File: src/dpr_params.svh
// timing constants for the dual-port memory host controller
`ifndef DPR_PARAMS_SVH
`define DPR_PARAMS_SVH

// ----------------------------------------------------------------
// clock
// ----------------------------------------------------------------
`define DPR_CLK_PERIOD_NS        10

// ----------------------------------------------------------------
// times in ns
// ----------------------------------------------------------------
`define DPR_WRITE_PULSE_WIDTH_NS 12
`define DPR_WRITE_TURNOFF_NS     10
`define DPR_DATA_SETUP_NS        10
`define DPR_SELECT_TO_END_NS     12
`define DPR_FLAG_UPDATE_NS       10
`define DPR_FLAG_WR_TO_RD_NS     5
`define DPR_SLAVE_HOLD_NS        13
`define DPR_READ_ACCESS_NS       15
`define DPR_FAR_DATA_NS          30

// ----------------------------------------------------------------
// cycle counts, least times round up
// ----------------------------------------------------------------
`define DPR_CYC_UP(t) (((t) + `DPR_CLK_PERIOD_NS - 1) / `DPR_CLK_PERIOD_NS)
`define DPR_PULSE_OE_HI_CYC `DPR_CYC_UP(`DPR_WRITE_PULSE_WIDTH_NS)
`define DPR_PULSE_OE_LO_CYC \
    `DPR_CYC_UP(`DPR_WRITE_TURNOFF_NS + `DPR_DATA_SETUP_NS)
`define DPR_FLAG_UPDATE_CYC `DPR_CYC_UP(`DPR_FLAG_UPDATE_NS)
`define DPR_FLAG_WR_RD_CYC  `DPR_CYC_UP(`DPR_FLAG_WR_TO_RD_NS)
`define DPR_SLAVE_HOLD_CYC  `DPR_CYC_UP(`DPR_SLAVE_HOLD_NS)
`define DPR_READ_CYC        `DPR_CYC_UP(`DPR_READ_ACCESS_NS)
`define DPR_FAR_DATA_CYC    `DPR_CYC_UP(`DPR_FAR_DATA_NS)

`endif

File: src/dpr_pkg.sv
// types for the dual-port memory host controller
package dpr_pkg;

    // ----------------------------------------------------------------
    // command kinds
    // ----------------------------------------------------------------
    typedef enum logic [1:0] {
        DPR_CMD_READ,
        DPR_CMD_WRITE,
        DPR_CMD_TOKEN_GET,
        DPR_CMD_TOKEN_PUT
    } dpr_cmd_e;

    // ----------------------------------------------------------------
    // sequencer states
    // ----------------------------------------------------------------
    typedef enum logic [2:0] {
        DPR_IDLE,
        DPR_SETUP,
        DPR_PULSE,
        DPR_BUSY_WAIT,
        DPR_RECOVER,
        DPR_FLAG_GAP,
        DPR_READ,
        DPR_DONE
    } dpr_state_e;

endpackage

File: src/dpr_host.sv
// host controller driving one port of a two-port static memory
//
// Overview of operation
// - Select array with chip low, token high; flags opposite; hold through write end.
// - Host keeps rw high whenever address lines change.
// - Write pulse lengthened to turnoff plus setup while output drive is low.
// - Token request writes low on data bit zero, token select low.
// - Flag write ends with update pulse, then write-to-read gap before read.
// - Slave write keeps rw high the hold time after busy returns high.
`timescale 1ns/1ps
`include "dpr_params.svh"
module dpr_host #(
    parameter int AW = 14,
    parameter int DW = 16
) (
    // clock and reset
    input  wire logic          clk_i,
    input  wire logic          rst_b_i,
    // command side
    input  wire logic          req_valid_i,
    output logic               req_ready_o,
    input  wire logic [1:0]    req_cmd_i,
    input  wire logic [AW-1:0] req_addr_i,
    input  wire logic [DW-1:0] req_wdata_i,
    input  wire logic [1:0]    req_bytes_i,
    input  wire logic          req_oe_low_i,
    output logic               rsp_valid_o,
    output logic [DW-1:0]      rsp_rdata_o,
    output logic               rsp_token_o,
    // memory port pins
    output logic [AW-1:0]      addr_o,
    output logic               chip_select_n_o,
    output logic               token_select_n_o,
    output logic               read_not_write_o,
    output logic               output_drive_n_o,
    output logic               high_byte_select_n_o,
    output logic               low_byte_select_n_o,
    output logic [DW-1:0]      data_o,
    output logic [DW-1:0]      data_oe_o,
    input  wire logic [DW-1:0] data_i,
    input  wire logic          busy_n_i
);
    // ----------------------------------------------------------------
    // pin input synchronisers
    // ----------------------------------------------------------------
    logic [DW:0] pins_s;

    dpr_sync #(.W(DW + 1)) u_sync (
        .clk_i   (clk_i),
        .rst_b_i (rst_b_i),
        .d_i     ({~busy_n_i, data_i}),
        .q_o     (pins_s)
    );

    wire logic          busy_s  = pins_s[DW];   // busy high, reset reads idle
    wire logic [DW-1:0] rdata_s = pins_s[DW-1:0];

    // ----------------------------------------------------------------
    // state
    // ----------------------------------------------------------------
    dpr_pkg::dpr_state_e state_r;
    dpr_pkg::dpr_cmd_e   cmd_r;
    logic [7:0]          cnt_r;
    logic [AW-1:0]       addr_r;
    logic [DW-1:0]       wdata_r;
    logic [1:0]          bytes_r;
    logic                oe_low_r;
    logic                was_busy_r;

    wire logic is_token = (cmd_r == dpr_pkg::DPR_CMD_TOKEN_GET) ||
                          (cmd_r == dpr_pkg::DPR_CMD_TOKEN_PUT);
    wire logic is_write = (cmd_r != dpr_pkg::DPR_CMD_READ);
    wire logic take     = (state_r == dpr_pkg::DPR_IDLE) && req_valid_i;

    // pulse length depends on output drive during rw controlled write
    wire logic [7:0] pulse_len = oe_low_r ?
        8'(`DPR_PULSE_OE_LO_CYC > `DPR_PULSE_OE_HI_CYC ?
           `DPR_PULSE_OE_LO_CYC : `DPR_PULSE_OE_HI_CYC) :
        8'(`DPR_PULSE_OE_HI_CYC);
    wire logic cnt_done = (cnt_r == 8'h00);

    // ----------------------------------------------------------------
    // pin decode
    // ----------------------------------------------------------------
    wire logic active = (state_r != dpr_pkg::DPR_IDLE) &&
                        (state_r != dpr_pkg::DPR_DONE) &&
                        (state_r != dpr_pkg::DPR_FLAG_GAP);
    // select asserted in setup, before rw falls
    wire logic sel_on = active && (state_r != dpr_pkg::DPR_RECOVER);
    wire logic wr_on  = is_write && (state_r == dpr_pkg::DPR_PULSE);
    // token writes put the value on bit zero and drive the other bits zero
    wire logic [DW-1:0] wvalue = is_token ?
        {{(DW-1){1'b0}}, cmd_r == dpr_pkg::DPR_CMD_TOKEN_PUT} : wdata_r;

    assign addr_o               = addr_r;
    assign chip_select_n_o      = ~(sel_on && !is_token);
    assign token_select_n_o     = ~(sel_on && is_token);
    assign read_not_write_o     = ~wr_on;
    assign output_drive_n_o     = ~((state_r == dpr_pkg::DPR_READ) ||
                                    (wr_on && oe_low_r));
    assign high_byte_select_n_o = ~(sel_on && (is_token || bytes_r[1]));
    assign low_byte_select_n_o  = ~(sel_on && (is_token || bytes_r[0]));
    assign data_o               = wvalue;
    assign data_oe_o            = {DW{wr_on}};
    assign req_ready_o          = (state_r == dpr_pkg::DPR_IDLE);

    // ----------------------------------------------------------------
    // sequencer
    // ----------------------------------------------------------------
    dpr_pkg::dpr_state_e state_nxt;
    logic [7:0]          cnt_nxt;

    always_comb begin
        state_nxt = state_r;
        cnt_nxt   = cnt_done ? 8'h00 : cnt_r - 8'h01;
        case (state_r)
            dpr_pkg::DPR_IDLE: begin
                if (take) begin
                    state_nxt = dpr_pkg::DPR_SETUP;
                end
            end
            dpr_pkg::DPR_SETUP: begin
                // address settled with rw high before pulse starts
                if (is_write) begin
                    state_nxt = dpr_pkg::DPR_PULSE;
                    cnt_nxt   = pulse_len - 8'h01;
                end else begin
                    state_nxt = dpr_pkg::DPR_READ;
                    cnt_nxt   = 8'(`DPR_READ_CYC + 2);
                end
            end
            dpr_pkg::DPR_PULSE: begin
                if (busy_s && !is_token) begin
                    state_nxt = dpr_pkg::DPR_BUSY_WAIT;
                    cnt_nxt   = 8'(`DPR_SLAVE_HOLD_CYC);
                end else if (cnt_done) begin
                    state_nxt = dpr_pkg::DPR_RECOVER;
                    cnt_nxt   = 8'(`DPR_FLAG_UPDATE_CYC - 1);
                end
            end
            dpr_pkg::DPR_BUSY_WAIT: begin
                // rw stays high until hold after busy release
                if (busy_s) begin
                    cnt_nxt = 8'(`DPR_SLAVE_HOLD_CYC);
                end else if (cnt_done) begin
                    state_nxt = dpr_pkg::DPR_PULSE;
                    cnt_nxt   = pulse_len - 8'h01;
                end
            end
            dpr_pkg::DPR_RECOVER: begin
                if (cnt_done) begin
                    if (is_token) begin
                        state_nxt = dpr_pkg::DPR_FLAG_GAP;
                        cnt_nxt   = 8'(`DPR_FLAG_WR_RD_CYC - 1);
                    end else begin
                        state_nxt = dpr_pkg::DPR_DONE;
                    end
                end
            end
            dpr_pkg::DPR_FLAG_GAP: begin
                if (cnt_done) begin
                    state_nxt = dpr_pkg::DPR_READ;
                    cnt_nxt   = 8'(`DPR_READ_CYC + 2);
                end
            end
            dpr_pkg::DPR_READ: begin
                // extra wait if a collision delayed far data
                if (cnt_done) begin
                    if (was_busy_r) begin
                        cnt_nxt = 8'(`DPR_FAR_DATA_CYC);
                    end else begin
                        state_nxt = dpr_pkg::DPR_DONE;
                    end
                end
            end
            default: begin
                state_nxt = dpr_pkg::DPR_IDLE;
            end
        endcase
    end

    always_ff @(posedge clk_i or negedge rst_b_i) begin
        if (!rst_b_i) begin
            state_r <= dpr_pkg::DPR_IDLE;
            cnt_r   <= 8'h00;
        end else begin
            state_r <= state_nxt;
            cnt_r   <= cnt_nxt;
        end
    end

    // ----------------------------------------------------------------
    // request capture
    // ----------------------------------------------------------------
    always_ff @(posedge clk_i or negedge rst_b_i) begin
        if (!rst_b_i) begin
            cmd_r    <= dpr_pkg::DPR_CMD_READ;
            addr_r   <= '0;
            wdata_r  <= '0;
            bytes_r  <= 2'h0;
            oe_low_r <= 1'b0;
        end else if (take) begin
            cmd_r    <= dpr_pkg::dpr_cmd_e'(req_cmd_i);
            addr_r   <= req_addr_i;
            wdata_r  <= req_wdata_i;
            bytes_r  <= req_bytes_i;
            oe_low_r <= req_oe_low_i;
        end
    end

    // array reads or writes that saw busy, cleared on new request
    always_ff @(posedge clk_i or negedge rst_b_i) begin
        if (!rst_b_i) begin
            was_busy_r <= 1'b0;
        end else if (take) begin
            was_busy_r <= 1'b0;
        end else if (busy_s && active && !is_token) begin
            was_busy_r <= 1'b1;
        end else if (state_r == dpr_pkg::DPR_READ && cnt_done) begin
            was_busy_r <= 1'b0;
        end
    end

    // ----------------------------------------------------------------
    // response
    // ----------------------------------------------------------------
    always_ff @(posedge clk_i or negedge rst_b_i) begin
        if (!rst_b_i) begin
            rsp_valid_o <= 1'b0;
            rsp_rdata_o <= '0;
            rsp_token_o <= 1'b0;
        end else begin
            rsp_valid_o <= (state_nxt == dpr_pkg::DPR_DONE);
            if (state_r == dpr_pkg::DPR_READ && cnt_done && !was_busy_r) begin
                rsp_rdata_o <= rdata_s;
                rsp_token_o <= is_token && !rdata_s[0];
            end
        end
    end

    // ----------------------------------------------------------------
    // checks
    // ----------------------------------------------------------------
    a_rw_addr_stable: assert property (@(posedge clk_i) disable iff (!rst_b_i)
        !read_not_write_o |-> $stable(addr_o))
        else $error("address moved during write pulse");

    a_select_excl: assert property (@(posedge clk_i) disable iff (!rst_b_i)
        !(~chip_select_n_o && ~token_select_n_o))
        else $error("array and token selected together");

    a_select_first: assert property (@(posedge clk_i) disable iff (!rst_b_i)
        $fell(read_not_write_o) && !$past(wr_on) |->
        $past(!chip_select_n_o || !token_select_n_o))
        else $error("select not ahead of write");

    a_token_bit: assert property (@(posedge clk_i) disable iff (!rst_b_i)
        !read_not_write_o && !token_select_n_o |-> data_oe_o[0] &&
        (data_o[DW-1:1] == '0))
        else $error("token write data wrong");

    a_pulse_width: assert property (@(posedge clk_i) disable iff (!rst_b_i)
        $fell(read_not_write_o) && oe_low_r |-> !read_not_write_o [*2])
        else $error("write pulse too short");

    a_flag_gap: assert property (@(posedge clk_i) disable iff (!rst_b_i)
        $rose(token_select_n_o) && is_token |=> token_select_n_o)
        else $error("flag update pulse too short");

    a_busy_hold: assert property (@(posedge clk_i) disable iff (!rst_b_i)
        state_r == dpr_pkg::DPR_BUSY_WAIT && $fell(busy_s) |->
        read_not_write_o [*2])
        else $error("write during busy hold");

    a_byte_sel: assert property (@(posedge clk_i) disable iff (!rst_b_i)
        !chip_select_n_o |-> (high_byte_select_n_o == !bytes_r[1]) &&
        (low_byte_select_n_o == !bytes_r[0]))
        else $error("byte selects wrong");
endmodule // dpr_host

File: src/dpr_sync.sv
// two-flop synchroniser for pin inputs
`timescale 1ns/1ps
module dpr_sync #(
    parameter int W = 1
) (
    // clock and reset
    input  wire logic         clk_i,
    input  wire logic         rst_b_i,
    // data
    input  wire logic [W-1:0] d_i,
    output logic      [W-1:0] q_o
);
    logic [W-1:0] meta_r;

    always_ff @(posedge clk_i or negedge rst_b_i) begin
        if (!rst_b_i) begin
            meta_r <= '0;
            q_o    <= '0;
        end else begin
            meta_r <= d_i;
            q_o    <= meta_r;
        end
    end
endmodule // dpr_sync

File: config.mk
export PLATFORM = sky130hd
export DESIGN_NAME = dpr_host
export DESIGN_NICKNAME = d
export VERILOG_FILES = /design/src/dpr_pkg.sv /design/src/dpr_host.sv /design/src/dpr_sync.sv
export VERILOG_INCLUDE_DIRS = /design/src
export SDC_FILE = /design/constraint.sdc
export NUM_CORES = 1
export LEC_CHECK = 0
export ABC_CLOCK_PERIOD_IN_PS = 4700
export BUFFER_PORTS_ARGS = -buffer_cell sky130_fd_sc_hd__buf_2
export CORE_MARGIN = 1.5
export CORE_UTILIZATION = 40
export DETAILED_ROUTE_END_ITERATION = 8
export HOLD_SLACK_MARGIN = 0.15
export PLACE_DENSITY = 0.65
export SETUP_SLACK_MARGIN = 0.2
export SLEW_MARGIN = 0
export SYNTH_ARGS = -nofsm -noshare
export SYNTH_HDL_FRONTEND = slang
export SYNTH_SLANG_ARGS = --single-unit
File: constraint.sdc
create_clock -name clk_i -period 4.7 [get_ports clk_i]
set_input_delay 0.705 -clock clk_i [delete_from_list [all_inputs] [get_ports clk_i]]
set_output_delay 0.705 -clock clk_i [all_outputs]
set_load 0.03 [all_outputs]
==> run_results.csv, run 1 <==
group,metric,value,unit
power_and_ir_drop,ir_drop,0.320,mV
power_and_ir_drop,internal_power,1980,µW
sta,max-slew-margin-rel,0.278,
sta,worstMarginPinSlew,1070,ps
flow_run,cap_viol_max_count,0,
logic_synthesis,synth_common_cells,"dfrtp_1 (99), mux2_2 (44), buf_4 (18)",
routing,totalWireLength,7.18,mm
logic_synthesis,ys_seq_elements,99,
clocking,cts_buffer_depth,2,
routing,vias_per_cell,4.72,
power_and_ir_drop,clkPwrFrac,0.141,
logic_synthesis,synthCells,282,
clocking,htreeDepth,3,
global_routing,antenna_found_initial,0,
sta,skew,10.5,ps
sta,fmax,303,MHz
outcome,status,"finished, final reports clean",
logic_synthesis,synth_edf_count,0,
logic_synthesis,synth_warnings,0,
global_routing,grt_overflow,0,
setup_path,crit_fanout,24,
finish,final_net_count,448,
sta,final-setup-viol-count,0,
routing,drc,0,
logic_synthesis,synthArstFlopShare,1.00,
clocking,cts_hold_buf,0,
setup_path,endpoint_kind,"output port",
clocking,cts_sinks,99,
power_and_ir_drop,p_leak,0.00229,µW
logic_synthesis,synth.top_cells.by_area,"dfrtp_1 (63%), mux2_2 (13%), buf_4 (3.4%)",
setup_path,cp.required,3990,ps
finish,syn_to_final_growth,20.0,%
clocking,path_clk_slew,90,ps
global_routing,grt_pass1_wl,11.5,mm
place,dpl.hpwl,4.91,mm
logic_synthesis,synth_area,3930,µm²
finish,regArea,2480,µm²
logic_synthesis,synth.distinct_cells,40,
sta,setup_tns,0,ps
logic_synthesis,synth_top_area_frac,0.630,
die,die_area,10400,µm²
sta,final_max_slew_viol_count,0,
logic_synthesis,synth-main-ff-cell,"dfrtp_1",
place,placement.io_buffers,125,
die,rows,36,
routing,drt-wirelength-per-cell,13.6,µm
clocking,cts-root-buf,"clkbuf_8",
power_and_ir_drop,pwr-share-seq,0.376,
clocking,cts_setup_buffers,0,
sta,hold_ws,356,ps
power_and_ir_drop,power_frac_comb,0.483,
setup_path,cp-start-kind,"flop",
power_and_ir_drop,switchingPower,1660,µW
sta,finalCritPeriodShare,0.703,
logic_synthesis,yosysSeqAreaShare,0.630,
routing,vias,2495,
sta,fin_crit,3300,ps
die,fp.dieH,102,µm
power_and_ir_drop,switching_share,0.456,
setup_path,path_class,"flop to output port",
die,start_util,0.408,
sta,grt_setup_unrepaired,"no",
logic_synthesis,syn_area_per_cell,13.9,µm²
finish,layout-drive-gt1-share,0.503,
setup_path,worstPathArrival,2600,ps
logic_synthesis,synth_nets,339,
logic_synthesis,synth.most_common_cell,"dfrtp_1",
finish,multi_input_area,1230,µm²
routing,firstDrtPassIters,4,
clocking,clk_latency,370,ps
place,place.gp.congestion,0.749,
finish,antennaDiodeCount,0,
finish,fillers,902,
min_path,hp-class,"flop to flop",
routing,postRouteAntennaNets,0,
sta,finalHoldViolCount,0,
logic_synthesis,synth_top_area_cell,"dfrtp_1",
die,core,9640,µm²
routing,initialDrtViolationCount,54,
global_routing,grt_max_degree,60,
power_and_ir_drop,p_per_area,773,nW/µm²
clocking,cts_tree,"done",
die,ioPinCount,126,
clocking,numCtsBuffers,9,
global_routing,grt_pass1_vias,2375,
clocking,cts_resized,0,
die,die_w,102,µm
global_routing,track_usage,0.145,
-- flip-flops by register name, indices dropped and copies added (netlist names), 2 cells and up --
name,flops
cnt_r,8
u_sync.meta_r,17
state_r,3
wdata_r,16
addr_o,14
rsp_rdata_o,16
u_sync.q_o,17
cmd_r,2
bytes_r,2
-- layer usage --
layer  routed length, µm  global-route usage  vias up  share of wire
met5                   0                   0        -              0
met4                 130              0.0759        0          0.018
met3                 389              0.0328       10          0.054
met2                3540               0.232       74           0.49
met1                3130               0.184     1244           0.44
li1                    -                   -     1167              -
-- cell families (layout without fill, tap and decap cells) --
group,after synthesis,count (layout),share of synthesized area
AO/OA/AOI/OAI,27,27,0.0442
AND/OR/NAND/NOR,63,63,0.0955
multiplexers,51,51,0.153
adder cells (fa/ha/maj),2,2,0.00636
XOR/XNOR,6,6,0.0134
buffers and inverters,34,148,0.0579
flip-flops,99,99,0.630
-- stage by stage --
stage | power (µW) | util | setup slack [ps] | cell area [µm²] | instances
finish | 3650 | 0.490 | 1400 | 4720 | 529
global route | 3890 | 0.490 | 936 | 4720 | 529
CTS | 3690 | 0.490 | 1280 | 4720 | 529
detailed placement | 3170 | 0.471 | 1690 | 4540 | 513
global placement | 3140 | 0.471 | 1840 | 4540 | 513
floorplan | 2780 | - | 1380 | 3930 | 282
-- layout make-up --
cell class              count  area share
clock buffers              10      0.0270
clock inverters             6      0.0117
inverters                   6     0.00477
multi-input cells         149       0.262
flip-flops and latches     99       0.525
well taps                 133      0.0353
repair buffers            126       0.135
-- final timing paths --
check / cells after the start / to / start / slack [ps]
setup reg to reg: 3 / wdata_r[4] / state_r[2] / 2440
max in group asynchronous: 2 / u_sync.q_o[7] / rst_b_i / 3290
hold / removal: 0 / u_sync.q_o[16] / u_sync.meta_r[16] / 360
min in group asynchronous: 1 / rsp_rdata_o[2] / rst_b_i / 380
hold reg to reg: 0 / u_sync.q_o[16] / u_sync.meta_r[16] / 360
setup / recovery: 4 / output_drive_n_o / cmd_r[1] / 1400
-- worst max-delay path, stage by stage, from the launching register on --
cell and delay, ps:
dfrtp_1 820, nor2_1 200, nor4_2 840, a21oi_1 160, buf_2 220
-- placed cells by master, fill, tap and decap left out, types with 6 or more instances in the layout --
cell	count
o21ai_0	6
clkbuf_8	9
nor2b_1	17
nor3_1	6
a21oi_1	6
mux2_4	7
dfrtp_1	99
inv_1	6
buf_2	124
nand2_1	13
nor2_1	10
mux2_2	44
-- power groups by stage --
stage	clock, µW	combinational [µW]	sequential, µW
CTS	533	1780	1380
global placement	0	1770	1380
detailed placement	0	1780	1390
floorplan	0	1200	1580
global route	564	1910	1420
finish	513	1760	1370
Note: power is estimated with default switching activity, not from simulation.
==> inputs of run 2 (changes only) <==
- ABC_CLOCK_PERIOD_IN_PS: 4700 -> 2850
- PLACE_DENSITY: 0.65 -> 0.68
- clock period: 4.7 -> 2.85 ns (I/O delays scaled with it)
==> run 2 against run 1 <==
  * Clock power rose by 80%
  * Critical path type unchanged
  * Worst setup slack got worse by 900 ps
  * Critical path depth did not move
  * Total power rose by 69%
  * Largest cell class unchanged
==> run_results.csv, run 2 (synthesized netlist as in run 1, its figures left out) <==
group,metric,value,unit
outcome,status,"finished, final reports clean",
setup_path,worstPathArrival,1920,ps
finish,final_net_count,463,
routing,postRouteAntennaNets,0,
routing,vias,2543,
place,dpl.hpwl,5.10,mm
power_and_ir_drop,p_per_area,1260,nW/µm²
min_path,holdPathStages,1,
clocking,cts_setup_buffers,0,
sta,fin_crit,2350,ps
flow_run,cap_viol_max_count,0,
sta,finalCritPeriodShare,0.825,
clocking,cts-root-buf,"clkbuf_8",
die,start_util,0.408,
clocking,htreeDepth,3,
clocking,numCtsBuffers,9,
global_routing,grt_pass1_wl,11.8,mm
power_and_ir_drop,p_leak,0.00238,µW
power_and_ir_drop,clkPwrFrac,0.150,
sta,setup_tns,0,ps
sta,fmax,426,MHz
sta,final_max_slew_viol_count,0,
routing,initialDrtViolationCount,167,
setup_path,cp_cell_sequence,"nor2_1 > a21oi_1 > o21ai_0 > buf_2",
sta,grt_setup_unrepaired,"no",
clocking,cts_hold_buf,10,
sta,worstMarginPinSlew,690,ps
setup_path,path_class,"flop to output port",
setup_path,reg2regPathDepth,4,
power_and_ir_drop,ir_drop,0.634,mV
die,rows,36,
setup_path,cp-start-kind,"flop",
global_routing,antenna_found_initial,0,
finish,antennaDiodeCount,0,
sta,hold_ws,164,ps
finish,mostFrequentLayoutCells,"buf_2 (124), dfrtp_1 (99), mux2_2 (44)",
setup_path,cp_num_buf_inv,1,
die,die_w,102,µm
power_and_ir_drop,internal_power,3390,µW
setup_path,crit_fanout,16,
global_routing,grt_pass1_vias,2407,
power_and_ir_drop,pwr-share-seq,0.360,
setup_path,critical-path-max-stage-delay,630,ps
sta,max-slew-margin-rel,0.540,
global_routing,grt_max_degree,54,
setup_path,endpoint_kind,"output port",
die,die_area,10400,µm²
power_and_ir_drop,switchingPower,2750,µW
place,place.gp.congestion,0.884,
setup_path,cp.depth,4,
clocking,clk_latency,360,ps
clocking,cts_sinks,99,
routing,vias_per_cell,4.67,
finish,final_common_cell,"buf_2",
place,placement.io_buffers,125,
routing,totalWireLength,7.41,mm
global_routing,track_usage,0.148,
clocking,cts_buffer_depth,2,
die,fp.dieH,102,µm
setup_path,cp.required,2420,ps
sta,finalHoldViolCount,0,
sta,skew,9.95,ps
power_and_ir_drop,power_frac_comb,0.490,
clocking,path_clk_slew,100,ps
routing,drt-wirelength-per-cell,13.6,µm
die,ioPinCount,126,
finish,layout-drive-gt1-share,0.499,
power_and_ir_drop,switching_share,0.448,
die,core,9640,µm²
global_routing,grt_overflow,0,
setup_path,crit_path_top_delay_cell,"dfrtp_1",
clocking,cts_resized,0,
routing,drc,0,
sta,final-setup-viol-count,0,
routing,firstDrtPassIters,4,
clocking,cts_tree,"done",
finish,syn_to_final_growth,24.4,%
min_path,hp-class,"primary input to flop",
finish,top_regs,"u_sync.meta_r x17, u_sync.q_o x17",
setup_path,critPathTopFamily,"flip-flops",
## run 2: cell count changes in the layout (fill, tap and decap cells not counted)
cell	delta
bufinv_16	+1
buf_4	+4
clkbuf_1	-1
buf_12	+1
inv_6	-1
clkinv_2	+1
dlygate4sd3_1	+10
## run 2: path summary, 6_finish.rpt
kind	from	end	slack, ps
worst max-delay path	state_r[0]	high_byte_select_n_o	500
worst min-delay path	data_i[1]	u_sync.meta_r[1]	160
worst max register to register	state_r[2]	addr_o[9]	800
worst min register to register	u_sync.meta_r[16]	u_sync.q_o[16]	360
max in group asynchronous	rst_b_i	u_sync.q_o[8]	1540
min in group asynchronous	rst_b_i	u_sync.q_o[2]	640
## run 2: cell type report
type	instances	area [µm²]
fill	904	4750
sequential	99	2480
multi-input combinational	149	1230
timing repair buffer	141	786
tap	133	166
clock buffer	9	124
clock inverter	7	81.3
inverter	6	22.5
## run 2: power groups by stage
| stage | registers [µW] | clock network, µW | logic [µW] |
|---|---|---|---|
| floorplan | 2610 | 0 | 1980 |
| global placement | 2220 | 0 | 2980 |
| detailed placement | 2240 | 0 | 3020 |
| CTS | 2220 | 954 | 3040 |
| global route | 2290 | 1000 | 3230 |
| finish | 2210 | 923 | 3010 |
## run 2: per-layer routing
layer / track usage / vias to the layer above / wire [µm]
li1: - / 1195 / -
met1: 0.189 / 1252 / 3190
met2: 0.237 / 88 / 3660
met3: 0.0369 / 8 / 464
met4: 0.0695 / 0 / 92
met5: 0 / - / 0
## run 2: per-stage QoR
stage / setup slack (ps) / util / cells / cell area [µm²] / total power, µW
final: 500 / 0.508 / 544 / 4890 / 6140
after global routing: 348 / 0.508 / 544 / 4890 / 6520
after CTS: 487 / 0.508 / 544 / 4890 / 6220
after detailed placement: 807 / 0.476 / 518 / 4590 / 5270
after global placement: 875 / 0.476 / 518 / 4590 / 5200
after floorplan: 430 / - / 282 / 3940 / 4590
